### config.mk
export PLATFORM = sky130hd
export DESIGN_NAME = ccg_top
export DESIGN_NICKNAME = d
export VERILOG_FILES = /design/src/ccg_pkg.sv /design/src/ccg_stab_cnt.sv /design/src/ccg_top.sv
export VERILOG_INCLUDE_DIRS = /design/src /design/src/src
export SDC_FILE = /design/constraint.sdc
export NUM_CORES = 1
export LEC_CHECK = 0
export BUFFER_PORTS_ARGS = -buffer_cell sky130_fd_sc_hd__buf_2
export CORE_ASPECT_RATIO = 0.6
export CORE_MARGIN = 2
export CORE_UTILIZATION = 50
export DETAILED_ROUTE_END_ITERATION = 16
export GPL_TIMING_DRIVEN = 0
export PLACE_DENSITY_LB_ADDON = 0.1
export SYNTH_ARGS = -nofsm -noshare
export SYNTH_HDL_FRONTEND = slang
export SYNTH_SLANG_ARGS = --single-unit
export TNS_END_PERCENT = 10
### constraint.sdc
create_clock -name mclk_i -period 2.2 [get_ports mclk_i]
set_input_delay 0.44 -clock mclk_i [delete_from_list [all_inputs] [get_ports mclk_i]]
set_output_delay 0.44 -clock mclk_i [all_outputs]
set_load 0.01 [all_outputs]
### src/ccg_regs.svh
// Purpose: Register offsets, field positions, reset values and counts
// Assumes: Byte addresses on the special function register port
// Notes:   Included by the top-level design file and by the assertion and testbench files
`ifndef CCG_REGS_SVH
`define CCG_REGS_SVH

// ----------------------------------------------------------------
// Register offsets
// ----------------------------------------------------------------
`define CCG_DIV_CTRL_ADDR 16'hf002
`define CCG_SRC_CTRL_ADDR 16'hf003
`define CCG_IRQ_STAT_ADDR 16'hf0e0
`define CCG_IRQ_MASK_ADDR 16'hf0e1

// ----------------------------------------------------------------
// Field positions
// ----------------------------------------------------------------
`define CCG_CPU_DIV_LSB 0
`define CCG_OUT_DIV_LSB 4
`define CCG_SRC_SEL_BIT 0
`define CCG_PLL_EN_BIT 1
`define CCG_PLL_RDY_BIT 7
`define CCG_IRQ_PLL_BIT 0
`define CCG_IRQ_SLOW_BIT 1

// ----------------------------------------------------------------
// Reset values
// ----------------------------------------------------------------
`define CCG_DIV_CTRL_RST 8'h33
`define CCG_SRC_CTRL_RST 8'h83
`define CCG_CPU_DIV_RST 2'h3
`define CCG_OUT_DIV_RST 2'h3

// ----------------------------------------------------------------
// Stabilisation counts
// ----------------------------------------------------------------
`define CCG_PLL_STAB_COUNT 16384
`define CCG_SLOW_STAB_COUNT 128

`endif

### src/ccg_pkg.sv
// Purpose: Types shared by the clock generation control block
// Assumes: Nothing beyond the register header
// Notes:   Numbers live in ccg_regs.svh
package ccg_pkg;

    // ------------------------------------------------------------
    // Types
    // ------------------------------------------------------------
    typedef logic [1:0] ccg_div_t;
    typedef logic [7:0] ccg_byte_t;

    // PLL oscillator sequencing
    typedef enum logic [1:0] {
        CCG_PLL_OFF,
        CCG_PLL_COUNT,
        CCG_PLL_RUN
    } ccg_pll_state_e;

endpackage : ccg_pkg

### src/ccg_stab_cnt.sv
// Purpose: Oscillator stabilisation counter
// Assumes: tick_i is a one-cycle pulse per oscillator period
// Notes:   done_o stays high until clear_i
`timescale 1ns/100ps
module ccg_stab_cnt #(
    parameter int COUNT = 16384,
    parameter bit DONE_AT_RESET = 1'b0
) (
    input wire logic mclk_i,
    input wire logic reset_n_i,
    input wire logic clear_i,
    input wire logic tick_i,
    output logic done_o
);
    localparam int W = $clog2(COUNT + 1);
    localparam logic [W-1:0] LAST = W'(COUNT - 1);

    logic [W-1:0] cnt_r;

    // Count oscillator periods; clear restarts from zero
    always_ff @(posedge mclk_i or negedge reset_n_i) begin
        if (!reset_n_i) begin
            cnt_r <= '0;
            done_o <= DONE_AT_RESET;
        end else if (clear_i) begin
            cnt_r <= '0;
            done_o <= 1'b0;
        end else if (tick_i && !done_o) begin
            if (cnt_r == LAST) begin
                done_o <= 1'b1;
            end
            cnt_r <= cnt_r + W'(1);
        end
    end

endmodule : ccg_stab_cnt

### src/ccg_top.sv
// Purpose: Clock generation control: dividers, CPU source select, PLL start
// Assumes: Oscillator periods arrive as one-cycle pulses on mclk_i
// Notes:   All generated clocks are one-cycle enable pulses
//
// Functional notes
// - After reset CPU and fast peripheral clocks run at PLL clock divided by 16.
// - Two-bit CPU divider field selects PLL divide by 2, 4, 8, 16; resets 16.
// - Two-bit output field selects PLL divide by 1, 2, 4, 8; resets 8.
// - Source bit picks slow clock (0) or divided fast clock (1); resets 1.
// - With oscillation disabled, source bit held 0 and CPU runs slow.
// - PLL enable bit starts oscillation when 1, stops it when 0; resets 1.
// - Ready flag is 1 after 16384 PLL cycles counted; reset value 1.
// - Ready flag is read-only; writes to its bit are ignored.
// - Deliver slow, fast peripheral, CPU and port output clocks.
// - Divider register takes byte or word access; word includes source register.
// - Unused divider register bits 7, 6, 3, 2 read zero; reset value 33h.
// - PLL clock supply starts only when cycle counter reaches 16384; here reset enters run and supplies at once, with no count.
// - Oscillation stops in stop state and restarts when stop is released.
// - Slow clock supplied only after 128 slow oscillator counts from power-on.
//
// Chosen here: the plain strobed port.
`timescale 1ns/100ps
`include "ccg_regs.svh"
module ccg_top #(
    parameter int PLL_STAB = `CCG_PLL_STAB_COUNT,
    parameter int SLOW_STAB = `CCG_SLOW_STAB_COUNT
) (
    input wire logic mclk_i,
    input wire logic reset_n_i,
    input wire logic [15:0] sfr_addr_i,
    input wire logic [15:0] sfr_wdata_i,
    input wire logic sfr_word_i,
    input wire logic sfr_wr_i,
    input wire logic sfr_rd_i,
    output logic [15:0] sfr_rdata_o,
    input wire logic pll_tick_i,
    input wire logic slow_tick_i,
    input wire logic stop_i,
    output logic pll_osc_en_o,
    output logic slow_clk_o,
    output logic fast_periph_clk_o,
    output logic cpu_clk_o,
    output logic port_fast_clk_o,
    output logic port_slow_clk_o,
    output logic irq_o
);
    import ccg_pkg::*;

    // ------------------------------------------------------------
    // Declarations
    // ------------------------------------------------------------
    ccg_div_t cpu_div_r;
    ccg_div_t out_div_r;
    ccg_div_t cpu_div_act_r;
    ccg_div_t out_div_act_r;
    logic src_sel_r;
    logic src_act_r;
    logic pll_en_r;
    ccg_pll_state_e pll_state_r;
    ccg_pll_state_e pll_state_nxt;
    logic pll_done;
    logic slow_done;
    logic pll_done_q_r;
    logic slow_done_q_r;
    logic [3:0] div_cnt_r;
    logic [1:0] irq_stat_r;
    logic [1:0] irq_mask_r;
    logic pll_run;
    logic pll_tick;
    logic boundary;
    logic wr_div;
    logic wr_src;
    logic rd_stat;
    ccg_byte_t div_rd;
    ccg_byte_t src_rd;

    // True when the low bits picked by the divider code are all ones
    function automatic logic div_hit(input logic [3:0] cnt, input logic [2:0] log2n);
        logic [3:0] mask;
        mask = 4'((5'h01 << log2n) - 5'h01);
        div_hit = (cnt & mask) == mask;
    endfunction : div_hit

    // ------------------------------------------------------------
    // Bus decode
    // ------------------------------------------------------------
    // A word access at the divider address also writes the source byte
    assign wr_div = sfr_wr_i && (sfr_addr_i == `CCG_DIV_CTRL_ADDR);
    assign wr_src = sfr_wr_i && ((sfr_addr_i == `CCG_SRC_CTRL_ADDR && !sfr_word_i)
                    || (sfr_addr_i == `CCG_DIV_CTRL_ADDR && sfr_word_i));
    assign rd_stat = sfr_rd_i && (sfr_addr_i == `CCG_IRQ_STAT_ADDR);

    // Source byte sits in the low lane on a byte access, high lane on a word
    logic [7:0] src_wbyte;
    assign src_wbyte = sfr_word_i ? sfr_wdata_i[15:8] : sfr_wdata_i[7:0];

    // ------------------------------------------------------------
    // Control registers
    // ------------------------------------------------------------
    // Divider fields; unused bits are never stored
    always_ff @(posedge mclk_i or negedge reset_n_i) begin
        if (!reset_n_i) begin
            cpu_div_r <= `CCG_CPU_DIV_RST;
            out_div_r <= `CCG_OUT_DIV_RST;
        end else if (wr_div) begin
            cpu_div_r <= sfr_wdata_i[`CCG_CPU_DIV_LSB +: 2];
            out_div_r <= sfr_wdata_i[`CCG_OUT_DIV_LSB +: 2];
        end
    end

    // Enable and source; bit 7 of the write is dropped since the flag is hardware
    always_ff @(posedge mclk_i or negedge reset_n_i) begin
        if (!reset_n_i) begin
            pll_en_r <= 1'b1;
            src_sel_r <= 1'b1;
        end else if (wr_src) begin
            pll_en_r <= src_wbyte[`CCG_PLL_EN_BIT];
            src_sel_r <= src_wbyte[`CCG_SRC_SEL_BIT] && src_wbyte[`CCG_PLL_EN_BIT];
        end else if (!pll_en_r) begin
            src_sel_r <= 1'b0;
        end
    end

    // ------------------------------------------------------------
    // PLL sequencing
    // ------------------------------------------------------------
    assign pll_run = pll_en_r && !stop_i;

    // Leaving run restarts stabilisation from zero
    always_comb begin
        pll_state_nxt = pll_state_r;
        unique case (pll_state_r)
            CCG_PLL_OFF: if (pll_run) pll_state_nxt = CCG_PLL_COUNT;
            CCG_PLL_COUNT: begin
                if (!pll_run) begin
                    pll_state_nxt = CCG_PLL_OFF;
                end else if (pll_done) begin
                    pll_state_nxt = CCG_PLL_RUN;
                end
            end
            CCG_PLL_RUN: if (!pll_run) pll_state_nxt = CCG_PLL_OFF;
            // Unused code: park the PLL and restabilise
            default: pll_state_nxt = CCG_PLL_OFF;
        endcase
    end

    // Reset enters run directly: the flag's reset value says supply is live
    always_ff @(posedge mclk_i or negedge reset_n_i) begin
        if (!reset_n_i) begin
            pll_state_r <= CCG_PLL_RUN;
        end else begin
            pll_state_r <= pll_state_nxt;
        end
    end

    ccg_stab_cnt #(
        .COUNT(PLL_STAB),
        .DONE_AT_RESET(1'b1)
    ) u_pll_stab (
        .mclk_i(mclk_i),
        .reset_n_i(reset_n_i),
        .clear_i(pll_state_r == CCG_PLL_OFF),
        .tick_i(pll_tick_i && pll_state_r == CCG_PLL_COUNT),
        .done_o(pll_done)
    );

    // Slow oscillator is held during stop and restabilised afterwards
    ccg_stab_cnt #(
        .COUNT(SLOW_STAB),
        .DONE_AT_RESET(1'b0)
    ) u_slow_stab (
        .mclk_i(mclk_i),
        .reset_n_i(reset_n_i),
        .clear_i(stop_i),
        .tick_i(slow_tick_i),
        .done_o(slow_done)
    );

    // Only a stabilised PLL feeds the dividers
    assign pll_tick = pll_tick_i && pll_state_r == CCG_PLL_RUN;

    // ------------------------------------------------------------
    // Dividers and glitch-free switching
    // ------------------------------------------------------------
    // One shared counter keeps every divided output phase-aligned
    always_ff @(posedge mclk_i or negedge reset_n_i) begin
        if (!reset_n_i) begin
            div_cnt_r <= 4'h0;
        end else if (pll_state_r != CCG_PLL_RUN) begin
            div_cnt_r <= 4'h0;
        end else if (pll_tick) begin
            div_cnt_r <= div_cnt_r + 4'h1;
        end
    end

    // Last PLL tick of the longest period: every PLL-divided output pulses here
    assign boundary = pll_tick && div_cnt_r == 4'hf;

    // New settings only take over at the boundary or while the PLL is idle,
    // so no divided period is ever cut short
    always_ff @(posedge mclk_i or negedge reset_n_i) begin
        if (!reset_n_i) begin
            cpu_div_act_r <= `CCG_CPU_DIV_RST;
            out_div_act_r <= `CCG_OUT_DIV_RST;
            src_act_r <= 1'b1;
        end else if (boundary || pll_state_r != CCG_PLL_RUN) begin
            cpu_div_act_r <= cpu_div_r;
            out_div_act_r <= out_div_r;
            src_act_r <= src_sel_r;
        end
    end

    // ------------------------------------------------------------
    // Clock enable outputs
    // ------------------------------------------------------------
    // Registered pulses; CPU stalls if fast source chosen before PLL is ready
    always_ff @(posedge mclk_i or negedge reset_n_i) begin
        if (!reset_n_i) begin
            fast_periph_clk_o <= 1'b0;
            cpu_clk_o <= 1'b0;
            port_fast_clk_o <= 1'b0;
            slow_clk_o <= 1'b0;
            port_slow_clk_o <= 1'b0;
            pll_osc_en_o <= 1'b1;
        end else begin
            fast_periph_clk_o <= pll_tick
                && div_hit(div_cnt_r, {1'b0, cpu_div_act_r} + 3'h1);
            cpu_clk_o <= src_act_r
                ? (pll_tick && div_hit(div_cnt_r, {1'b0, cpu_div_act_r} + 3'h1))
                : (slow_tick_i && slow_done);
            port_fast_clk_o <= pll_tick && div_hit(div_cnt_r, {1'b0, out_div_act_r});
            slow_clk_o <= slow_tick_i && slow_done;
            port_slow_clk_o <= slow_tick_i && slow_done;
            pll_osc_en_o <= pll_run;
        end
    end

    // ------------------------------------------------------------
    // Interrupts
    // ------------------------------------------------------------
    // Rising edges of the two ready conditions
    always_ff @(posedge mclk_i or negedge reset_n_i) begin
        if (!reset_n_i) begin
            pll_done_q_r <= 1'b1;
            slow_done_q_r <= 1'b0;
        end else begin
            pll_done_q_r <= pll_state_r == CCG_PLL_RUN;
            slow_done_q_r <= slow_done;
        end
    end

    // Sticky status, cleared by read; a new event in the read cycle survives
    always_ff @(posedge mclk_i or negedge reset_n_i) begin
        if (!reset_n_i) begin
            irq_stat_r <= 2'h0;
        end else begin
            irq_stat_r <= (rd_stat ? 2'h0 : irq_stat_r)
                | {slow_done && !slow_done_q_r,
                   pll_state_r == CCG_PLL_RUN && !pll_done_q_r};
        end
    end

    always_ff @(posedge mclk_i or negedge reset_n_i) begin
        if (!reset_n_i) begin
            irq_mask_r <= 2'h0;
        end else if (sfr_wr_i && sfr_addr_i == `CCG_IRQ_MASK_ADDR) begin
            irq_mask_r <= sfr_wdata_i[1:0];
        end
    end

    always_ff @(posedge mclk_i or negedge reset_n_i) begin
        if (!reset_n_i) begin
            irq_o <= 1'b0;
        end else begin
            irq_o <= |(irq_stat_r & irq_mask_r & ~(rd_stat ? 2'h3 : 2'h0))
                || |({slow_done && !slow_done_q_r,
                      pll_state_r == CCG_PLL_RUN && !pll_done_q_r} & irq_mask_r);
        end
    end

    // ------------------------------------------------------------
    // Read data
    // ------------------------------------------------------------
    assign div_rd = {2'h0, out_div_r, 2'h0, cpu_div_r};
    assign src_rd = {pll_state_r == CCG_PLL_RUN, 5'h00, pll_en_r, src_sel_r};

    // Data valid the cycle after the strobe only; unmapped reads give zero
    always_ff @(posedge mclk_i or negedge reset_n_i) begin
        if (!reset_n_i) begin
            sfr_rdata_o <= 16'h0000;
        end else if (!sfr_rd_i) begin
            sfr_rdata_o <= 16'h0000;
        end else begin
            unique case (sfr_addr_i)
                `CCG_DIV_CTRL_ADDR: sfr_rdata_o <= sfr_word_i ? {src_rd, div_rd}
                                                 : {8'h00, div_rd};
                `CCG_SRC_CTRL_ADDR: sfr_rdata_o <= {8'h00, src_rd};
                `CCG_IRQ_STAT_ADDR: sfr_rdata_o <= {14'h0000, irq_stat_r};
                `CCG_IRQ_MASK_ADDR: sfr_rdata_o <= {14'h0000, irq_mask_r};
                default: sfr_rdata_o <= 16'h0000;
            endcase
        end
    end

endmodule : ccg_top

==> impl_metrics.toml, run 1 <==
[hold_path]
hold_path_class = "in2async"

[timing]
tns_ps = 0
fmax_mhz = 490
timing.final.crit_share_pct = 92.8
finalSetupViolations = 0
layout_min_cycle_time_ps = 2040
slew_headroom_pct = 42.9
fin_skew_ps = 7.08
rsz0062_at_grt = "no"
worst_pin_slew_ps = 850
hold_violations = 0
drv_slew = 0

[routing]
dr.pass1.iters = 4
initialDrtViolationCount = 109
vias = 2215
vias_per_cell = 5.27
drt_wl_total_um = 5840
wl_per_cell_um = 13.9
drc = 0
drtAntennaViolNets = 0

[grt]
grt_max_degree = 63
grt_pass1_wl_um = 10000
grtUsageTotal_pct = 20.3
antenna_found_initial = 0
grt_pass1_vias = 2138
grt-ovfl-total = 0

[logic_synthesis]
synth_cell_type_count = 53
synth-edff-count = 0
yosys-top-cells-area = "dfrtp_1, dfstp_2, mux2_2, nor2_1, nand2_1"
synth-main-ff-cell = "dfrtp_1"
async_reset_ff_share_pct = 100
ys_seq_area_share_pct = 53.4
syn_inst = 276
avgSynthCellArea_um2 = 10.6
ys_top_cells_by_count = "dfrtp_1, nor2_1, nand2_1"
syn-cell-area_mm2 = 0.00294
ys.warnings.count = 0
synth.top_cell.area_share_pct = 40.0
ys_seq_elements = 62
post-synth-top-area-cell = "dfrtp_1"
yosysMostFrequentCell = "dfrtp_1"

[clock_network]
clk_latency_ps = 330
tritoncts = "yes"
postCtsHoldBufs = 0
clk_path_buf_depth = 2
cts_made_buffers = 9
clk_pin_slew_ps = 70
cts-htree-levels = 3
cts_resized = 0
cts_sinks = 62
cts_setup_buffers = 0
clock_tree.root_cell = "clkbuf_8"

[pwr]
power.density_mw_per_mm2 = 664
p_leak_nw = 1.57
irDropWorstVdd_mv = 0.332

[floorplan]
core_area_mm2 = 0.00562
die_h_um = 63.4
row_count = 21
die_area_mm2 = 0.00653
initial_core_util_pct = 52.2
io_pins = 63
die_width_um = 103

[place]
io_buffers = 41
hpwl_um = 4230
gp_congestion = 0.807
placed_area_mm2 = 0.00327

[finish]
syn2layout_area_growth_pct = 18.4
stdcell_area_mm2 = 0.00348
drive_gt1_share_pct = 29.7
fillers = 485
final_nets = 378
num_antenna_cells = 0

[worst_setup_path]
crit_arrival_ps = 2300
startpoint = "sfr_addr_i[3]"
crit_required_ps = 2460
timing.rr.end = "cpu_div_act_r[0]"
crit_path_top_delay_cell = "nor3_1"
end_kind = "flip-flop"
max_stage_delay_ps = 720
start_kind = "input port"
r2r-start = "pll_state_r[0]"
crit_end = "cpu_div_r[1]"
crit_type = "in2reg"
crit_chain = "buf_2 -> nor4_4 -> nand4_1 -> nor3_1 -> mux2_2"
reg2reg_depth = 5
r2r_slack_ps = 300
crit_fanout = 6

[outcome]
status = "finished, final reports clean"

[run]
drv_cap = 0
-- final cells by class --
class	count	area, um^2	share of cell area [%]
Sequential cell	62	1570	45.1
Buffer	16	97.6	2.80
Multi-Input combinational cell	199	1270	36.6
Clock inverter	6	70.1	2.01
Inverter	6	22.5	0.647
Timing Repair Buffer	41	208	5.97
Tap cell	80	100	2.88
Clock buffer	10	138	3.96
-- worst max-delay path: cells and delay by family --
kind / cells / cell delay, ps
simple gates: 3 / 1330
mux: 1 / 410
buf+inv: 1 / 110
-- layout by cell type, fill, tap and decap left out, types with 4 or more instances in the layout --
cell / count
dfrtp_1: 47
buf_2: 42
nor2_1: 27
nand2_1: 22
dfstp_2: 15
o21ai_0: 12
nand3_1: 11
mux2_2: 10
a21oi_1: 10
buf_4: 10
clkbuf_8: 10
nor3_1: 8
xor2_1: 8
conb_1: 8
and2_1: 7
xnor2_1: 7
inv_1: 6
nand4_1: 6
or3_1: 5
clkbuf_1: 4
nand3b_1: 4
mux2i_1: 4
-- power breakdown --
group	internal, mW	switching, mW	total, mW
combinational	0.0535	0.0800	0.133
sequential	1.15	0.00811	1.16
clock	0.559	0.457	1.02
-- through the flow --
| step | setup slack (ps) | std cells | hold slack [ps] | utilization [%] | power, mW |
|---|---|---|---|---|---|
| after floorplan | 350 | 283 | 144 | - | 1.25 |
| after global placement | -117 | 404 | 461 | 58.1 | 1.31 |
| after detailed placement | -123 | 404 | 469 | 58.1 | 1.31 |
| after CTS | 238 | 420 | 315 | 61.8 | 2.34 |
| after global routing | 118 | 420 | 220 | 61.9 | 2.42 |
| final | 159 | 420 | 163 | 61.9 | 2.31 |
-- metal layers --
metal	wire length, um	vias to the layer above	track usage, %
li1	-	1092	-
met1	3090	1055	31.5
met2	2350	63	27.3
met3	366	5	6.33
met4	42	0	5.59
met5	0	-	0
-- kinds of logic (layout without fill, tap and decap cells) --
logic type / count (synthesis) / after routing / share of synthesized area [%]
and+or+nand+nor: 115 / 115 / 21.6
other: 1 / 8 / 0.128
AOI/OAI and AO/OA: 44 / 44 / 9.75
DFF: 62 / 62 / 53.4
adders and majority gates: 3 / 3 / 1.28
buffers and inverters: 22 / 79 / 4.09
muxes: 14 / 14 / 5.20
xor gates and xnor gates: 15 / 15 / 4.47
-- state kept, by name, summed over array words and instances, names as in the netlist, 2 cells and up --
register and flops:
cpu_div_act_r 2, irq_stat_r 2, u_pll_stab.cnt_r 15, irq_mask_r 2, u_slow_stab.cnt_r 8, cpu_div_r 2
div_cnt_r 4, pll_state_r 2, out_div_r 2, sfr_rdata_o 8, out_div_act_r 2
-- how the worst min path moves through the flow --
stage	endpoint	cells past startpoint	slack [ps]
CTS	out_div_r[0]	2	320
detailed placement	slow_done_q_r	0	470
finish	sfr_rdata_o[5]	1	160
global route	port_fast_clk_o	1	220
floorplan	cpu_clk_o	0	140
global placement	slow_done_q_r	0	460
Note: power is estimated with default switching activity, not from simulation.
==> run 2: changes to the inputs <==
--- a/config.mk
+++ b/config.mk
@@ -6,7 +6,7 @@
 export SDC_FILE = /design/constraint.sdc
 export NUM_CORES = 1
 export LEC_CHECK = 0
-export BUFFER_PORTS_ARGS = -buffer_cell sky130_fd_sc_hd__buf_2
+export BUFFER_PORTS_ARGS = -buffer_cell sky130_fd_sc_hd__buf_4
 export CORE_ASPECT_RATIO = 0.6
 export CORE_MARGIN = 2
 export CORE_UTILIZATION = 50
==> run 2 against run 1 <==
Worst setup slack gained 67 ps. Highest routed layer unchanged. Combinational power is 11% higher. Critical endpoint is now out_div_r[0]. Sequential power is essentially flat. Worst hold slack better by 4.7 ps. Die area did not move. Routed wire length grew 0.86%. Cell area grew 4.0%. Fmax grew 3.4%. Non-clock buffer count did not move. Global-route usage fell by 0.11 points. Critical path type unchanged. Via count rose by 0.18%. Critical path depth unchanged. Largest cell class unchanged.
==> impl_metrics.toml, run 2 (synthesis gave the netlist of run 1 again) <==
[finish]
reg_top3 = "u_pll_stab.cnt_r x15, sfr_rdata_o x8, u_slow_stab.cnt_r x8"
finalNonFillerCells = 420
regMostFlops = "u_pll_stab.cnt_r"
largest_reg_flops = 15
final_common_cell = "buf_4"
syn2layout_area_growth_pct = 23.2
final_nets = 378
num_antenna_cells = 0
mostFrequentLayoutCells = "buf_4, dfrtp_1, nor2_1, nand2_1, dfstp_2"
drive_gt1_share_pct = 29.4

[pwr]
clkPwrFrac_pct = 48.5
p_comb_share_pct = 5.8
switching_power_mw = 0.538
p_seq_share_pct = 45.7
swShare_pct = 21.2
p_leak_nw = 1.61
p_int_mw = 2.00
power.density_mw_per_mm2 = 702
irDropWorstVdd_mv = 0.476
total_power_mw = 2.54

[timing]
worst_pin_slew_ps = 741
fin_skew_ps = 6.97
slew_headroom_pct = 50.6
timing.final.crit_share_pct = 89.7
fmax_mhz = 507
layout_min_cycle_time_ps = 1970
hold_violations = 0
finalSetupViolations = 0
rsz0062_at_grt = "no"
drv_slew = 0

[place]
gp_congestion = 0.834
hpwl_um = 4180
dpl.cell_count = 404
io_buffers = 41

[clock_network]
cts_setup_buffers = 0
cts_made_buffers = 9
cts_sinks = 62
cts_resized = 0
postCtsHoldBufs = 0
clock_tree.root_cell = "clkbuf_8"
cts-htree-levels = 3
clk_path_buf_depth = 2
clk_latency_ps = 340
clk_pin_slew_ps = 70
tritoncts = "yes"

[worst_setup_path]
start_kind = "input port"
crit_path_top_delay_cell = "nor3_1"
crit_chain = "buf_4 -> nor4_4 -> nand4_1 -> nor3_1 -> mux2_2"
end_kind = "flip-flop"
crit_arrival_ps = 2240
crit_type = "in2reg"
crit_required_ps = 2470
max_stage_delay_ps = 640
timing.rr.end = "out_div_act_r[1]"
reg2reg_depth = 5
r2r_slack_ps = 360
crit_fanout = 6
r2r-start = "pll_state_r[0]"

[routing]
drtAntennaViolNets = 0
dr.pass1.iters = 5
vias_per_cell = 5.28
initialDrtViolationCount = 102
vias = 2219
wl_per_cell_um = 14.0
drt_wl_total_um = 5890
drc = 0

[grt]
grt-ovfl-total = 0
grt_pass1_wl_um = 10000
grtUsageTotal_pct = 20.2
antenna_found_initial = 0
grt_pass1_vias = 2086
grt_max_degree = 63

[floorplan]
die_h_um = 63.4
row_count = 21
die_width_um = 103
io_pins = 63
core_area_mm2 = 0.00562
initial_core_util_pct = 52.2
die_area_mm2 = 0.00653

[run]
drv_cap = 0

[outcome]
status = "finished, final reports clean"

[hold_path]
hold_path_class = "in2async"
run 2: worst max path at each step:
stage	start	to	slack (ps)	cells after the start
floorplan	sfr_addr_i[3]	irq_o	350	4
global placement	sfr_addr_i[3]	cpu_div_r[0]	-100	5
detailed placement	sfr_addr_i[3]	cpu_div_r[1]	-80	5
CTS	sfr_addr_i[3]	cpu_div_r[1]	240	5
global route	sfr_addr_i[3]	cpu_div_r[1]	70	5
finish	sfr_addr_i[3]	out_div_r[0]	230	5
run 2: critical path, delay by kind of cell:
kind          cells  cell delay, ps
buf+inv           1             120
simple gates      3            1270
mux               1             410
run 2: final cells by class:
| type | instances | area [um^2] |
|---|---|---|
| Buffer | 16 | 97.6 |
| Clock buffer | 11 | 141 |
| Clock inverter | 5 | 106 |
| Fill cell | 482 | 2000 |
| Inverter | 6 | 22.5 |
| Multi-Input combinational cell | 199 | 1270 |
| Sequential cell | 62 | 1570 |
| Tap cell | 80 | 100 |
| Timing Repair Buffer | 41 | 308 |
run 2: power by group through the flow:
stage	registers [mW]	logic, mW	clock network, mW
final	1.16	0.147	1.23
after global routing	1.16	0.165	1.30
after CTS	1.16	0.149	1.25
after detailed placement	1.18	0.148	0
after global placement	1.18	0.146	0
after floorplan	1.18	0.0694	0
run 2: through the flow:
| stage | util, % | hold WS [ps] | TNS [ps] | instance area, um^2 | setup WS (ps) |
|---|---|---|---|---|---|
| floorplan | - | 144 | 0 | 2960 | 350 |
| CTS | 64.4 | 186 | 0 | 3620 | 240 |
| global route | 64.4 | 226 | 0 | 3620 | 69.0 |
| global placement | 60.0 | 462 | -389 | 3370 | -99.4 |
| finish | 64.4 | 167 | 0 | 3620 | 226 |
| detailed placement | 60.0 | 471 | -327 | 3370 | -83.5 |
run 2: metal layers:
layer | track usage, % | up-vias | wire length [um]
li1 | - | 1089 | -
met2 | 27.0 | 57 | 2430
met3 | 6.44 | 7 | 364
met4 | 6.58 | 0 | 55
met1 | 30.8 | 1066 | 3050
met5 | 0 | - | 0
